<file path="config.mk">
export PLATFORM = sky130hd
export DESIGN_NAME = hir_report_regaccess
export DESIGN_NICKNAME = d
export VERILOG_FILES = /design/src/include/hir_pkg.sv /design/src/hw/hir_report_regaccess.sv
export VERILOG_INCLUDE_DIRS = /design/src /design/src/include
export SDC_FILE = /design/constraint.sdc
export NUM_CORES = 2
export LEC_CHECK = 0
export BUFFER_PORTS_ARGS = -buffer_cell sky130_fd_sc_hd__buf_2
export CAP_MARGIN = 15
export CORE_UTILIZATION = 35
export DETAILED_ROUTE_END_ITERATION = 16
export SKIP_CTS_REPAIR_TIMING = 1
export SYNTH_ARGS = -nofsm -noshare
export SYNTH_HDL_FRONTEND = slang
export SYNTH_SLANG_ARGS = --single-unit
</file>
<file path="constraint.sdc">
create_clock -name i_mclk -period 7.2 [get_ports i_mclk]
set_clock_uncertainty 0.2 [all_clocks]
set_input_delay 0.36 -clock i_mclk [delete_from_list [all_inputs] [get_ports i_mclk]]
set_output_delay 0.36 -clock i_mclk [all_outputs]
set_load 0.02 [all_outputs]
</file>
<file path="src/include/hir_cfg.svh">
`ifndef HIR_CFG_SVH
`define HIR_CFG_SVH
// --------
// Report identifiers and layout.
// --------
`define HIR_RID_IO 8'h00
`define HIR_RID_WR 8'h3c
`define HIR_RID_PTR 8'h4b
`define HIR_RID_RD 8'h5a
`define HIR_LEN_WR 3'd5
`define HIR_LEN_PTR 3'd3
`define HIR_REP_LAST 6'd36
`define HIR_OFS_FLAGS 6'd1
`define HIR_OFS_WCNT 6'd2
`define HIR_OFS_RCNT 6'd3
`define HIR_OFS_ADDR 6'd4
`define HIR_OFS_DATA 6'd5
`define HIR_MAX_LEN 8'd32
`define HIR_RSVD_BYTE 8'h00
// --------
// Flag bit positions.
// --------
`define HIR_FL_START 0
`define HIR_FL_STOP 1
`define HIR_FL_ACKL 2
`define HIR_ST_REQERR 0
`define HIR_ST_NAK 1
`define HIR_ST_ARB 2
`define HIR_ST_TMO 3
// --------
// Timing.
// --------
`define HIR_CLK_KHZ 125000
`define HIR_FREE_MS 256
`define HIR_BYTE_MS 10
// --------
// Register addresses, indices, reset values and write masks.
// --------
`define HIR_A_SCL_LOW 16'h0341
`define HIR_A_SCL_HIGH 16'h0342
`define HIR_A_GPIO_DIR 16'h03c1
`define HIR_A_GPIO_SET 16'h03c2
`define HIR_A_GPIO_CLR 16'h03c3
`define HIR_A_GPIO_LVL 16'h03c4
`define HIR_A_GPIO_HIZ 16'h03c5
`define HIR_A_GPIO_OD 16'h03c6
`define HIR_A_GPIO_PU 16'h03c7
`define HIR_A_GPIO_PD 16'h03c8
`define HIR_A_GPIO_IRQM 16'h03c9
`define HIR_A_GPIO_IRQR 16'h03ca
`define HIR_A_PWMA_CTL 16'h03d8
`define HIR_A_PWMA_HI 16'h03d9
`define HIR_A_PWMA_LO 16'h03da
`define HIR_A_PWMB_CTL 16'h03db
`define HIR_IX_SCL_LOW 4'd0
`define HIR_IX_SCL_HIGH 4'd1
`define HIR_IX_SET 4'd3
`define HIR_IX_CLR 4'd4
`define HIR_IX_LVL 4'd5
`define HIR_RST_SCL_LOW 16'h0144
`define HIR_RST_SCL_HIGH 16'h0114
`define HIR_M_FULL 16'hffff
`define HIR_M_GPIO 16'h00ff
`define HIR_M_PWM_CTL 16'h01e7
`define HIR_M_PWM_TIME 16'h0fff
`endif

</file>
<file path="src/include/hir_pkg.sv">
package hir_pkg;
   typedef enum logic [3:0] {
      ST_RX, ST_CHECK, ST_FREE, ST_WADDR, ST_WBYTE,
      ST_RADDR, ST_RBYTE, ST_STOP, ST_TX
   } hir_state_t;
   typedef enum logic [2:0] {
      OP_NONE, OP_START_ADDR, OP_WRITE, OP_READ, OP_STOP
   } hir_eng_op_t;
   typedef struct packed {
      logic valid;
      hir_eng_op_t op;
      logic [7:0] data;
      logic ack;
   } hir_eng_cmd_t;
   typedef struct packed {
      logic done;
      logic nak;
      logic arb_lost;
      logic [7:0] rdata;
   } hir_eng_rsp_t;
   typedef logic [15:0][15:0] hir_regs_t;
   typedef logic [31:0][7:0] hir_buf_t;
endpackage

</file>
<file path="src/hw/hir_report_regaccess.sv">
`timescale 1ns/1ps
`default_nettype none
`include "hir_cfg.svh"
// Functional notes
// - Each request is answered by a 37-byte response whose first byte is 0x00.
// - A malformed request is not executed and response status bit 0 is set.
// - A byte not acknowledged by the target aborts the transfer and sets status bit 1.
// - Lost arbitration aborts the transfer and sets status bit 2.
// - Status bit 3 is set if the bus is not free within 256 ms or a byte takes over 10 ms.
// - Response flag bits 7 to 4 echo the sequence value of the request.
// - Response offsets 2 and 3 hold the bytes actually written and read, 0 to 32.
// - Response offset 4 is always 0x00.
// - Response data starts at offset 5, spans 32 bytes, and only read-count bytes are valid.
// - Feature report 0x3C of 5 bytes writes a 16-bit value to the given address.
// - Feature report 0x4B of 3 bytes latches the read pointer.
// - Feature report 0x5A returns the register at the read pointer, low byte first.
// - Every request is followed automatically by exactly one response.
// - Request flag bit 0 asks start, bit 1 stop, bit 2 acknowledges the last read byte.
// - The target address is the upper seven bits of offset 4 plus a direction bit.
module hir_report_regaccess #(
   parameter int unsigned FREE_CYC = `HIR_FREE_MS * `HIR_CLK_KHZ,
   parameter int unsigned BYTE_CYC = `HIR_BYTE_MS * `HIR_CLK_KHZ
) (
   // Clock and reset.
   input wire logic i_mclk,
   input wire logic i_rst_n,
   // Request stream.
   input wire logic i_out_valid,
   input wire logic [7:0] i_out_byte,
   output logic o_out_ready,
   // Response stream.
   output logic o_in_valid,
   output logic [7:0] o_in_byte,
   output logic o_in_last,
   input wire logic i_in_ready,
   // Byte engine.
   output hir_pkg::hir_eng_cmd_t o_eng_cmd,
   input wire hir_pkg::hir_eng_rsp_t i_eng_rsp,
   input wire logic i_bus_free,
   // Feature reports.
   input wire logic i_feat_valid,
   input wire logic [7:0] i_feat_byte,
   input wire logic i_feat_end,
   input wire logic i_get_req,
   input wire logic [7:0] i_get_id,
   output logic o_get_valid,
   output logic [15:0] o_get_data,
   // Register contents.
   output hir_pkg::hir_regs_t o_regs
);
   localparam logic [24:0] FREE_LIM = 25'(FREE_CYC - 1);
   localparam logic [24:0] BYTE_LIM = 25'(BYTE_CYC - 1);

   // --------
   // Helpers.
   // --------
   function automatic hir_pkg::hir_state_t after_wr(input logic [7:0] fl,
      input logic [7:0] wc, input logic [7:0] rc);
      if (rc != 8'h00)
      begin
         after_wr = (fl[`HIR_FL_START] || wc != 8'h00) ? hir_pkg::ST_RADDR
                                                       : hir_pkg::ST_RBYTE;
      end
      else
      begin
         after_wr = fl[`HIR_FL_STOP] ? hir_pkg::ST_STOP : hir_pkg::ST_TX;
      end
   endfunction

   function automatic logic [4:0] reg_index(input logic [15:0] a);
      unique case (a)
         `HIR_A_SCL_LOW: reg_index = {1'b1, 4'd0};
         `HIR_A_SCL_HIGH: reg_index = {1'b1, 4'd1};
         `HIR_A_GPIO_DIR: reg_index = {1'b1, 4'd2};
         `HIR_A_GPIO_SET: reg_index = {1'b1, 4'd3};
         `HIR_A_GPIO_CLR: reg_index = {1'b1, 4'd4};
         `HIR_A_GPIO_LVL: reg_index = {1'b1, 4'd5};
         `HIR_A_GPIO_HIZ: reg_index = {1'b1, 4'd6};
         `HIR_A_GPIO_OD: reg_index = {1'b1, 4'd7};
         `HIR_A_GPIO_PU: reg_index = {1'b1, 4'd8};
         `HIR_A_GPIO_PD: reg_index = {1'b1, 4'd9};
         `HIR_A_GPIO_IRQM: reg_index = {1'b1, 4'd10};
         `HIR_A_GPIO_IRQR: reg_index = {1'b1, 4'd11};
         `HIR_A_PWMA_CTL: reg_index = {1'b1, 4'd12};
         `HIR_A_PWMA_HI: reg_index = {1'b1, 4'd13};
         `HIR_A_PWMA_LO: reg_index = {1'b1, 4'd14};
         `HIR_A_PWMB_CTL: reg_index = {1'b1, 4'd15};
         default: reg_index = 5'h00;
      endcase
   endfunction

   function automatic logic [15:0] wmask(input logic [3:0] ix);
      unique case (ix)
         4'd0, 4'd1: wmask = `HIR_M_FULL;
         4'd12, 4'd15: wmask = `HIR_M_PWM_CTL;
         4'd13, 4'd14: wmask = `HIR_M_PWM_TIME;
         default: wmask = `HIR_M_GPIO;
      endcase
   endfunction

   // --------
   // Request sequencer.
   // --------
   hir_pkg::hir_state_t st_q, st_d;
   logic [5:0] idx_q, idx_d, wi_q, wi_d, ri_q, ri_d;
   logic [7:0] rid_q, rid_d, fl_q, fl_d, wc_q, wc_d, rc_q, rc_d, ta_q, ta_d;
   logic [3:0] stat_q, stat_d;
   hir_pkg::hir_buf_t buf_q, buf_d;
   logic [24:0] tmr_q, tmr_d;
   hir_pkg::hir_eng_cmd_t cmd_q, cmd_d;
   logic rdy_q, rdy_d, iv_q, iv_d, il_q, il_d;
   logic [7:0] ib_q, ib_d;
   logic eng_st, done;

   always_comb
   begin
      st_d = st_q;
      idx_d = idx_q;
      wi_d = wi_q;
      ri_d = ri_q;
      rid_d = rid_q;
      fl_d = fl_q;
      wc_d = wc_q;
      rc_d = rc_q;
      ta_d = ta_q;
      stat_d = stat_q;
      buf_d = buf_q;
      eng_st = st_q inside {hir_pkg::ST_WADDR, hir_pkg::ST_WBYTE, hir_pkg::ST_RADDR,
                            hir_pkg::ST_RBYTE, hir_pkg::ST_STOP};
      done = eng_st && i_eng_rsp.done;
      if (done && i_eng_rsp.arb_lost)
      begin
         stat_d[`HIR_ST_ARB] = 1'b1;
         st_d = hir_pkg::ST_TX;
      end
      else if (done && i_eng_rsp.nak && st_q != hir_pkg::ST_RBYTE && st_q != hir_pkg::ST_STOP)
      begin
         stat_d[`HIR_ST_NAK] = 1'b1;
         st_d = hir_pkg::ST_STOP;
      end
      else if (eng_st && !done && tmr_q >= BYTE_LIM)
      begin
         stat_d[`HIR_ST_TMO] = 1'b1;
         st_d = hir_pkg::ST_TX;
      end
      else
      begin
         unique case (st_q)
            hir_pkg::ST_RX:
            begin
               if (i_out_valid && rdy_q)
               begin
                  unique case (idx_q)
                     6'd0: rid_d = i_out_byte;
                     `HIR_OFS_FLAGS: fl_d = i_out_byte;
                     `HIR_OFS_WCNT: wc_d = i_out_byte;
                     `HIR_OFS_RCNT: rc_d = i_out_byte;
                     `HIR_OFS_ADDR: ta_d = i_out_byte;
                     default: buf_d[5'(idx_q - `HIR_OFS_DATA)] = i_out_byte;
                  endcase
                  idx_d = (idx_q == `HIR_REP_LAST) ? 6'd0 : idx_q + 6'd1;
                  if (idx_q == `HIR_REP_LAST)
                  begin
                     st_d = hir_pkg::ST_CHECK;
                  end
               end
            end
            hir_pkg::ST_CHECK:
            begin
               stat_d = 4'h0;
               wi_d = 6'd0;
               ri_d = 6'd0;
               if (rid_q != `HIR_RID_IO || wc_q > `HIR_MAX_LEN || rc_q > `HIR_MAX_LEN)
               begin
                  stat_d[`HIR_ST_REQERR] = 1'b1;
                  st_d = hir_pkg::ST_TX;
               end
               else if (fl_q[`HIR_FL_START])
               begin
                  st_d = hir_pkg::ST_FREE;
               end
               else
               begin
                  st_d = (wc_q != 8'h00) ? hir_pkg::ST_WBYTE : after_wr(fl_q, wc_q, rc_q);
               end
            end
            hir_pkg::ST_FREE:
            begin
               if (i_bus_free)
               begin
                  st_d = (wc_q != 8'h00 || rc_q == 8'h00) ? hir_pkg::ST_WADDR
                                                          : hir_pkg::ST_RADDR;
               end
               else if (tmr_q >= FREE_LIM)
               begin
                  stat_d[`HIR_ST_TMO] = 1'b1;
                  st_d = hir_pkg::ST_TX;
               end
            end
            hir_pkg::ST_WADDR:
            begin
               if (done)
               begin
                  st_d = (wc_q != 8'h00) ? hir_pkg::ST_WBYTE : after_wr(fl_q, wc_q, rc_q);
               end
            end
            hir_pkg::ST_WBYTE:
            begin
               if (done)
               begin
                  wi_d = wi_q + 6'd1;
                  if ({2'b00, wi_d} == wc_q)
                  begin
                     st_d = after_wr(fl_q, wc_q, rc_q);
                  end
               end
            end
            hir_pkg::ST_RADDR:
            begin
               if (done)
               begin
                  st_d = hir_pkg::ST_RBYTE;
               end
            end
            hir_pkg::ST_RBYTE:
            begin
               if (done)
               begin
                  buf_d[ri_q[4:0]] = i_eng_rsp.rdata;
                  ri_d = ri_q + 6'd1;
                  if ({2'b00, ri_d} == rc_q)
                  begin
                     st_d = fl_q[`HIR_FL_STOP] ? hir_pkg::ST_STOP : hir_pkg::ST_TX;
                  end
               end
            end
            hir_pkg::ST_STOP:
            begin
               if (done)
               begin
                  st_d = hir_pkg::ST_TX;
               end
            end
            hir_pkg::ST_TX:
            begin
               if (iv_q && i_in_ready)
               begin
                  idx_d = idx_q + 6'd1;
                  if (idx_q == `HIR_REP_LAST)
                  begin
                     st_d = hir_pkg::ST_RX;
                     idx_d = 6'd0;
                  end
               end
            end
         endcase
      end
      if (st_d == hir_pkg::ST_TX && st_q != hir_pkg::ST_TX)
      begin
         idx_d = 6'd0;
      end
      tmr_d = (st_d != st_q || done) ? 25'd0 : tmr_q + 25'd1;
      rdy_d = st_d == hir_pkg::ST_RX;
      iv_d = st_d == hir_pkg::ST_TX;
      il_d = iv_d && idx_d == `HIR_REP_LAST;
      unique case (idx_d)
         6'd0: ib_d = `HIR_RID_IO;
         `HIR_OFS_FLAGS: ib_d = {fl_d[7:4], stat_d};
         `HIR_OFS_WCNT: ib_d = {2'b00, wi_d};
         `HIR_OFS_RCNT: ib_d = {2'b00, ri_d};
         `HIR_OFS_ADDR: ib_d = `HIR_RSVD_BYTE;
         default: ib_d = buf_d[5'(idx_d - `HIR_OFS_DATA)];
      endcase
      cmd_d.valid = st_d inside {hir_pkg::ST_WADDR, hir_pkg::ST_WBYTE, hir_pkg::ST_RADDR,
                                 hir_pkg::ST_RBYTE, hir_pkg::ST_STOP};
      cmd_d.ack = fl_d[`HIR_FL_ACKL] || ({2'b00, ri_d} != rc_d - 8'd1);
      cmd_d.data = 8'h00;
      unique case (st_d)
         hir_pkg::ST_WADDR:
         begin
            cmd_d.op = hir_pkg::OP_START_ADDR;
            cmd_d.data = {ta_d[7:1], 1'b0};
         end
         hir_pkg::ST_RADDR:
         begin
            cmd_d.op = hir_pkg::OP_START_ADDR;
            cmd_d.data = {ta_d[7:1], 1'b1};
         end
         hir_pkg::ST_WBYTE:
         begin
            cmd_d.op = hir_pkg::OP_WRITE;
            cmd_d.data = buf_d[wi_d[4:0]];
         end
         hir_pkg::ST_RBYTE: cmd_d.op = hir_pkg::OP_READ;
         hir_pkg::ST_STOP: cmd_d.op = hir_pkg::OP_STOP;
         default: cmd_d.op = hir_pkg::OP_NONE;
      endcase
   end

   always_ff @(posedge i_mclk or negedge i_rst_n)
   begin
      if (!i_rst_n)
      begin
         st_q <= hir_pkg::ST_RX;
         idx_q <= 6'd0;
         wi_q <= 6'd0;
         ri_q <= 6'd0;
         rid_q <= 8'h00;
         fl_q <= 8'h00;
         wc_q <= 8'h00;
         rc_q <= 8'h00;
         ta_q <= 8'h00;
         stat_q <= 4'h0;
         buf_q <= '0;
         tmr_q <= 25'd0;
         cmd_q <= '0;
         rdy_q <= 1'b0;
         iv_q <= 1'b0;
         il_q <= 1'b0;
         ib_q <= 8'h00;
      end
      else
      begin
         st_q <= st_d;
         idx_q <= idx_d;
         wi_q <= wi_d;
         ri_q <= ri_d;
         rid_q <= rid_d;
         fl_q <= fl_d;
         wc_q <= wc_d;
         rc_q <= rc_d;
         ta_q <= ta_d;
         stat_q <= stat_d;
         buf_q <= buf_d;
         tmr_q <= tmr_d;
         cmd_q <= cmd_d;
         rdy_q <= rdy_d;
         iv_q <= iv_d;
         il_q <= il_d;
         ib_q <= ib_d;
      end
   end

   // --------
   // Feature reports and register file.
   // --------
   logic [2:0] fc_q, fc_d;
   logic [4:0][7:0] fb_q, fb_d;
   logic [15:0] ptr_q, ptr_d, gd_q, gd_d;
   logic gv_q, gv_d;
   hir_pkg::hir_regs_t reg_q, reg_d;
   logic [4:0] wx, rx;
   logic [15:0] wd;

   always_comb
   begin
      fc_d = fc_q;
      fb_d = fb_q;
      ptr_d = ptr_q;
      reg_d = reg_q;
      wx = reg_index({fb_q[2], fb_q[1]});
      wd = {fb_q[4], fb_q[3]} & wmask(wx[3:0]);
      rx = reg_index(ptr_q);
      if (i_feat_valid && fc_q != 3'd7)
      begin
         if (fc_q <= 3'd4)
         begin
            fb_d[fc_q] = i_feat_byte;
         end
         fc_d = fc_q + 3'd1;
      end
      if (i_feat_end)
      begin
         fc_d = 3'd0;
         if (fb_q[0] == `HIR_RID_WR && fc_q == `HIR_LEN_WR && wx[4])
         begin
            unique case (wx[3:0])
               `HIR_IX_SET: reg_d[`HIR_IX_LVL] = reg_q[`HIR_IX_LVL] | wd;
               `HIR_IX_CLR: reg_d[`HIR_IX_LVL] = reg_q[`HIR_IX_LVL] & ~wd;
               default: reg_d[wx[3:0]] = wd;
            endcase
         end
         if (fb_q[0] == `HIR_RID_PTR && fc_q == `HIR_LEN_PTR)
         begin
            ptr_d = {fb_q[2], fb_q[1]};
         end
      end
      gv_d = i_get_req && i_get_id == `HIR_RID_RD;
      gd_d = gd_q;
      if (gv_d)
      begin
         gd_d = (rx[4] && rx[3:0] != `HIR_IX_SET && rx[3:0] != `HIR_IX_CLR)
                ? reg_q[rx[3:0]] : 16'h0000;
      end
   end

   always_ff @(posedge i_mclk or negedge i_rst_n)
   begin
      if (!i_rst_n)
      begin
         fc_q <= 3'd0;
         fb_q <= '0;
         ptr_q <= 16'h0000;
         gd_q <= 16'h0000;
         gv_q <= 1'b0;
         reg_q <= '0;
         reg_q[`HIR_IX_SCL_LOW] <= `HIR_RST_SCL_LOW;
         reg_q[`HIR_IX_SCL_HIGH] <= `HIR_RST_SCL_HIGH;
      end
      else
      begin
         fc_q <= fc_d;
         fb_q <= fb_d;
         ptr_q <= ptr_d;
         gd_q <= gd_d;
         gv_q <= gv_d;
         reg_q <= reg_d;
      end
   end

   // --------
   // Outputs.
   // --------
   assign o_out_ready = rdy_q;
   assign o_in_valid = iv_q;
   assign o_in_byte = ib_q;
   assign o_in_last = il_q;
   assign o_eng_cmd = cmd_q;
   assign o_get_valid = gv_q;
   assign o_get_data = gd_q;
   assign o_regs = reg_q;
endmodule // hir_report_regaccess
`default_nettype wire

</file>
==> flow_summary.html <==
<table>
<tr><th>Metric</th><th>Value</th></tr>
<tr><th colspan="2">Setup path</th></tr>
<tr><td>Type of the worst setup path</td><td>flop to flop</td></tr>
<tr><td>R2R Path End</td><td>o_in_byte[3]</td></tr>
<tr><td>Internal reg-to-reg setup slack</td><td>640 ps</td></tr>
<tr><td>Arrival time at the worst endpoint</td><td>6960 ps</td></tr>
<tr><td>R2r worst-path depth</td><td>19</td></tr>
<tr><td>Source of the worst register-to-register timing path</td><td>st_q[0]</td></tr>
<tr><td>WP buf/inv</td><td>2</td></tr>
<tr><td>Endpoint class of the critical path</td><td>flop</td></tr>
<tr><td>Worst path slowest cell</td><td>and2_1</td></tr>
<tr><td>Endpoint required time on the critical path</td><td>7600 ps</td></tr>
<tr><td>CP top delay family</td><td>simple AND/OR/NAND/NOR gates</td></tr>
<tr><td>Critical-path cell list</td><td>buf_4 -&gt; a21o_1 -&gt; and2_1 -&gt; o2111ai_1 -&gt; o41ai_1 -&gt; a211oi_1 -&gt; a211oi_1 -&gt; nand4b_4 -&gt; nor2_1 -&gt; buf_4 -&gt; or2_2 -&gt; ha_4 -&gt; and2_1 -&gt; nor2b_1 -&gt; a21oi_1 -&gt; o32ai_1 -&gt; o31ai_1 -&gt; or4_1 -&gt; o2111ai_1</td></tr>
<tr><td>Startpoint type of the worst setup path</td><td>flop</td></tr>
<tr><td>Worst-path fanout max</td><td>20</td></tr>
<tr><td>Maximum single-stage delay on the critical path</td><td>650 ps</td></tr>
<tr><th colspan="2">Place</th></tr>
<tr><td>Port Buffer Count</td><td>339</td></tr>
<tr><td>Cell area after placement</td><td>0.0426 sq mm</td></tr>
<tr><td>Dpl ws</td><td>654 ps</td></tr>
<tr><td>GP Congestion</td><td>1.02</td></tr>
<tr><td>Detailed Place HPWL</td><td>127 mm</td></tr>
<tr><th colspan="2">Power</th></tr>
<tr><td>Leakage power</td><td>20.4 nW</td></tr>
<tr><td>Maximum VDD drop</td><td>0.288 mV</td></tr>
<tr><td>Power after layout</td><td>11.4 mW</td></tr>
<tr><td>Power per unit of standard cell area</td><td>249 mW/mm^2</td></tr>
<tr><th colspan="2">Synthesis</th></tr>
<tr><td>Post-Synthesis Cell Area</td><td>0.0392 sq mm</td></tr>
<tr><td>Synthesized net count</td><td>4442</td></tr>
<tr><td>Proportion of register bits with asynchronous set or reset after synthesis</td><td>1.00</td></tr>
<tr><td>Cell count after synthesis</td><td>4377</td></tr>
<tr><td>Average footprint of a synthesized cell</td><td>8.95 sq um</td></tr>
<tr><td>Library cell occupying the most area in the post-synthesis netlist</td><td>dfrtp_1</td></tr>
<tr><td>Cells taking the most area after synthesis</td><td>dfrtp_1 44%, nand2_1 6.6%, mux2_2 4.7%</td></tr>
<tr><td>Flops &amp; latches, synth</td><td>701</td></tr>
<tr><td>Post-synthesis sequential area ratio</td><td>0.448</td></tr>
<tr><td>Unique cell type count in the Yosys netlist</td><td>96</td></tr>
<tr><td>Most instantiated flip-flop cell in the synthesis netlist</td><td>dfrtp_1</td></tr>
<tr><td>Share of the synthesized area in the top cell type</td><td>0.444</td></tr>
<tr><td>Synthesis warning total</td><td>0</td></tr>
<tr><td>Number of enable-type register cells in the synthesized netlist</td><td>0</td></tr>
<tr><th colspan="2">Timing</th></tr>
<tr><td>Worst-margin pin slew</td><td>1310 ps</td></tr>
<tr><td>Min Hold Slack</td><td>-15.3 ps</td></tr>
<tr><td>Setup repair after global routing missed its margin</td><td>no</td></tr>
<tr><td>Shortest period the worst path allows</td><td>6560 ps</td></tr>
<tr><td>Post-Route Setup TNS</td><td>0 ps</td></tr>
<tr><td>Final Setup Violations</td><td>0</td></tr>
<tr><td>Worst setup margin</td><td>639 ps</td></tr>
<tr><td>Hold violation count in the final report</td><td>1</td></tr>
<tr><td>Slew headroom</td><td>0.123</td></tr>
<tr><td>Pins Over Slew Limit</td><td>0</td></tr>
<tr><td>Post-route clock period utilization</td><td>0.911</td></tr>
<tr><td>Highest achievable clock rate</td><td>0.152 GHz</td></tr>
<tr><th colspan="2">Status</th></tr>
<tr><td>Failing checks</td><td>negative hold slack</td></tr>
<tr><td>Status</td><td>finished with violations</td></tr>
<tr><th colspan="2">Min path</th></tr>
<tr><td>Kind of path behind the tightest hold check</td><td>input port to flop</td></tr>
<tr><td>Worst min-delay path startpoint</td><td>i_feat_valid</td></tr>
<tr><td>End point of the worst hold path</td><td>fc_q[2]</td></tr>
<tr><td>Worst hold path cell count</td><td>4</td></tr>
<tr><th colspan="2">Job</th></tr>
<tr><td>Total of max-cap violations</td><td>0</td></tr>
<tr><th colspan="2">Layout</th></tr>
<tr><td>Post-layout util</td><td>0.413</td></tr>
<tr><td>Layout-stage area growth over the synthesis result</td><td>16.6%</td></tr>
<tr><td>Proportion of layout cells with a drive suffix above 1</td><td>0.188</td></tr>
<tr><td>Final-stage net count</td><td>4662</td></tr>
<tr><td>Most frequent standard cell in the layout excluding fill and tap cells</td><td>dfrtp_1</td></tr>
<tr><td>Filler Cell Count</td><td>11.1k</td></tr>
<tr><td>Register cell area after layout</td><td>0.0175 sq mm</td></tr>
<tr><td>Multi-input gate area in the final layout</td><td>0.0201 sq mm</td></tr>
<tr><td>Post-route cell area</td><td>0.0457 sq mm</td></tr>
<tr><td>Most frequent cells in the layout</td><td>695 x dfrtp_1, 689 x nand2_1, 446 x nor2_1</td></tr>
<tr><th colspan="2">Floorplanning</th></tr>
<tr><td>CORE AREA</td><td>0.111 sq mm</td></tr>
<tr><td>Overall die width</td><td>337 um</td></tr>
<tr><td>Core Rows</td><td>122</td></tr>
<tr><td>Overall die area</td><td>0.113 sq mm</td></tr>
<tr><td>I/O pin cnt</td><td>340</td></tr>
<tr><td>Initial Util</td><td>0.354</td></tr>
<tr><td>Height of the chip</td><td>337 um</td></tr>
<tr><th colspan="2">Clock tree</th></tr>
<tr><td>CTS clk-pin slew, worst paths</td><td>60 ps</td></tr>
<tr><td>Max Root-Sink Buffers</td><td>3</td></tr>
<tr><td>CTS root buf</td><td>clkbuf_16</td></tr>
<tr><td>TritonCTS clock tree</td><td>done</td></tr>
<tr><td>H-tree levels</td><td>3</td></tr>
<tr><td>Number of CTS-inserted buffers</td><td>85</td></tr>
<tr><td>Clock Sink Count</td><td>701</td></tr>
<tr><td>Insertion delay to the later sink of the worst-skew pair</td><td>700 ps</td></tr>
<tr><th colspan="2">Routing</th></tr>
<tr><td>Vias</td><td>38.1k</td></tr>
<tr><td>Wire length per cell after detailed routing</td><td>29.3 um</td></tr>
<tr><td>Remaining DRCs</td><td>0</td></tr>
<tr><td>Number of DRC markers after the initial detailed-route iteration</td><td>5137</td></tr>
<tr><td>Routed via count divided by cell count</td><td>6.19</td></tr>
<tr><td>Antenna Violating Nets Remaining</td><td>0</td></tr>
<tr><td>First-pass iteration count of the detailed router</td><td>8</td></tr>
<tr><td>Final wirelength</td><td>180 mm</td></tr>
<tr><th colspan="2">Global route</th></tr>
<tr><td>Number of antenna violations at the first check in global routing</td><td>10</td></tr>
<tr><td>Pin count of the biggest net entering global routing</td><td>160</td></tr>
<tr><td>Total grt overflow</td><td>0</td></tr>
<tr><td>Global-route wire length before repair</td><td>259 mm</td></tr>
<tr><td>Vias in the first global route</td><td>35.8k</td></tr>
<tr><td>Total global routing track utilization</td><td>0.312</td></tr>
</table>
[sequential cells by signal (all words and copies together) (netlist names), 3 cells and up]
| name | flops |
|---|---|
| st_q | 4 |
| o_eng_cmd | 13 |
| wi_q | 6 |
| ptr_q | 16 |
| wc_q | 8 |
| fc_q | 3 |
| o_get_data | 16 |
| ri_q | 6 |
| ta_q | 7 |
| rid_q | 8 |
| stat_q | 4 |
| idx_q | 6 |
| rc_q | 8 |
| tmr_q | 25 |
| fl_q | 7 |
| o_regs | 256 |
| o_in_byte | 8 |
| buf_q | 256 |
| fb_q | 40 |
[synth_stat cells (32+ instances only)]
cell,instances
a21oi_1,145
o311ai_0,45
inv_1,75
nand2_1,689
a22oi_1,182
xnor2_1,36
dfrtp_1,695
nand3_1,129
and3_1,53
o22ai_1,32
or3_1,37
clkbuf_1,315
nor2b_1,92
nor2_1,448
mux2_2,162
nor3_1,111
and2_1,45
o211ai_1,54
a22o_1,40
o21ai_0,286
a31oi_1,43
mux2i_1,113
[per-layer routing]
layer,track usage,wire length (um),up-vias,part of all wire
met5,0,34,-,0.00019
met4,0.163,11000,6,0.061
met3,0.0724,19600,579,0.11
met2,0.461,77500,2474,0.43
met1,0.422,72200,18800,0.40
li1,-,-,16200,-
[where the power goes]
part / internal (mW) / switching [mW]
Sequential: 4.06 / 0.196
Clock: 2.68 / 1.93
Combinational: 0.739 / 1.79
[worst max-delay path by stage]
| stage | from | to | slack [ps] | cells past startpoint |
|---|---|---|---|---|
| 3_3_place_gp | i_eng_rsp[10] | o_in_byte[3] | 930 | 18 |
| 2_1_floorplan | wc_q[0] | o_in_byte[0] | 1640 | 21 |
| 4_1_cts | st_q[1] | o_in_byte[3] | 800 | 18 |
| 3_5_place_dp | i_eng_rsp[10] | o_in_byte[3] | 650 | 18 |
| 6_report | st_q[0] | o_in_byte[3] | 640 | 19 |
| 5_1_grt | st_q[1] | o_in_byte[3] | 380 | 18 |
[through the flow]
step / hold WS [ps] / instances
after floorplan: -136 / 4377
after global placement: 183 / 5984
after detailed placement: 184 / 5984
after CTS: -451 / 6135
after global routing: 19.7 / 6149
final: -15.3 / 6153
[layout make-up]
cell class / instances / share of cell area
Antenna cell: 4 / 0.000219
Clock buffer: 111 / 0.0519
Clock inverter: 40 / 0.0130
Inverter: 79 / 0.00660
Multi-Input combinational cell: 3239 / 0.439
Sequential cell: 701 / 0.384
Tap cell: 1488 / 0.0407
Timing Repair Buffer: 491 / 0.0647
[worst reg2reg max path: cells and delay by family, from the launching register on]
family	cells	cell delay, ps
and+or+nand+nor	7	2800
AOI/OAI and AO/OA	9	2410
buffers and inverters	2	430
DFF	1	320
adders and majority gates	1	300
[kinds of logic (layout without fill, tap and decap cells)]
| kind of cell | after synthesis | in the layout | share of synthesized area |
|---|---|---|---|
| DFF | 701 | 701 | 0.448 |
| other | 0 | 4 | 0 |
| buffers and inverters | 437 | 721 | 0.0441 |
| muxes | 304 | 304 | 0.0923 |
| adders and majority gates | 22 | 22 | 0.00702 |
| AOI/OAI and AO/OA | 1092 | 1092 | 0.190 |
| xor gates and xnor gates | 61 | 61 | 0.0142 |
| and+or+nand+nor | 1760 | 1760 | 0.205 |
Note: power is estimated with default switching activity, not from simulation.
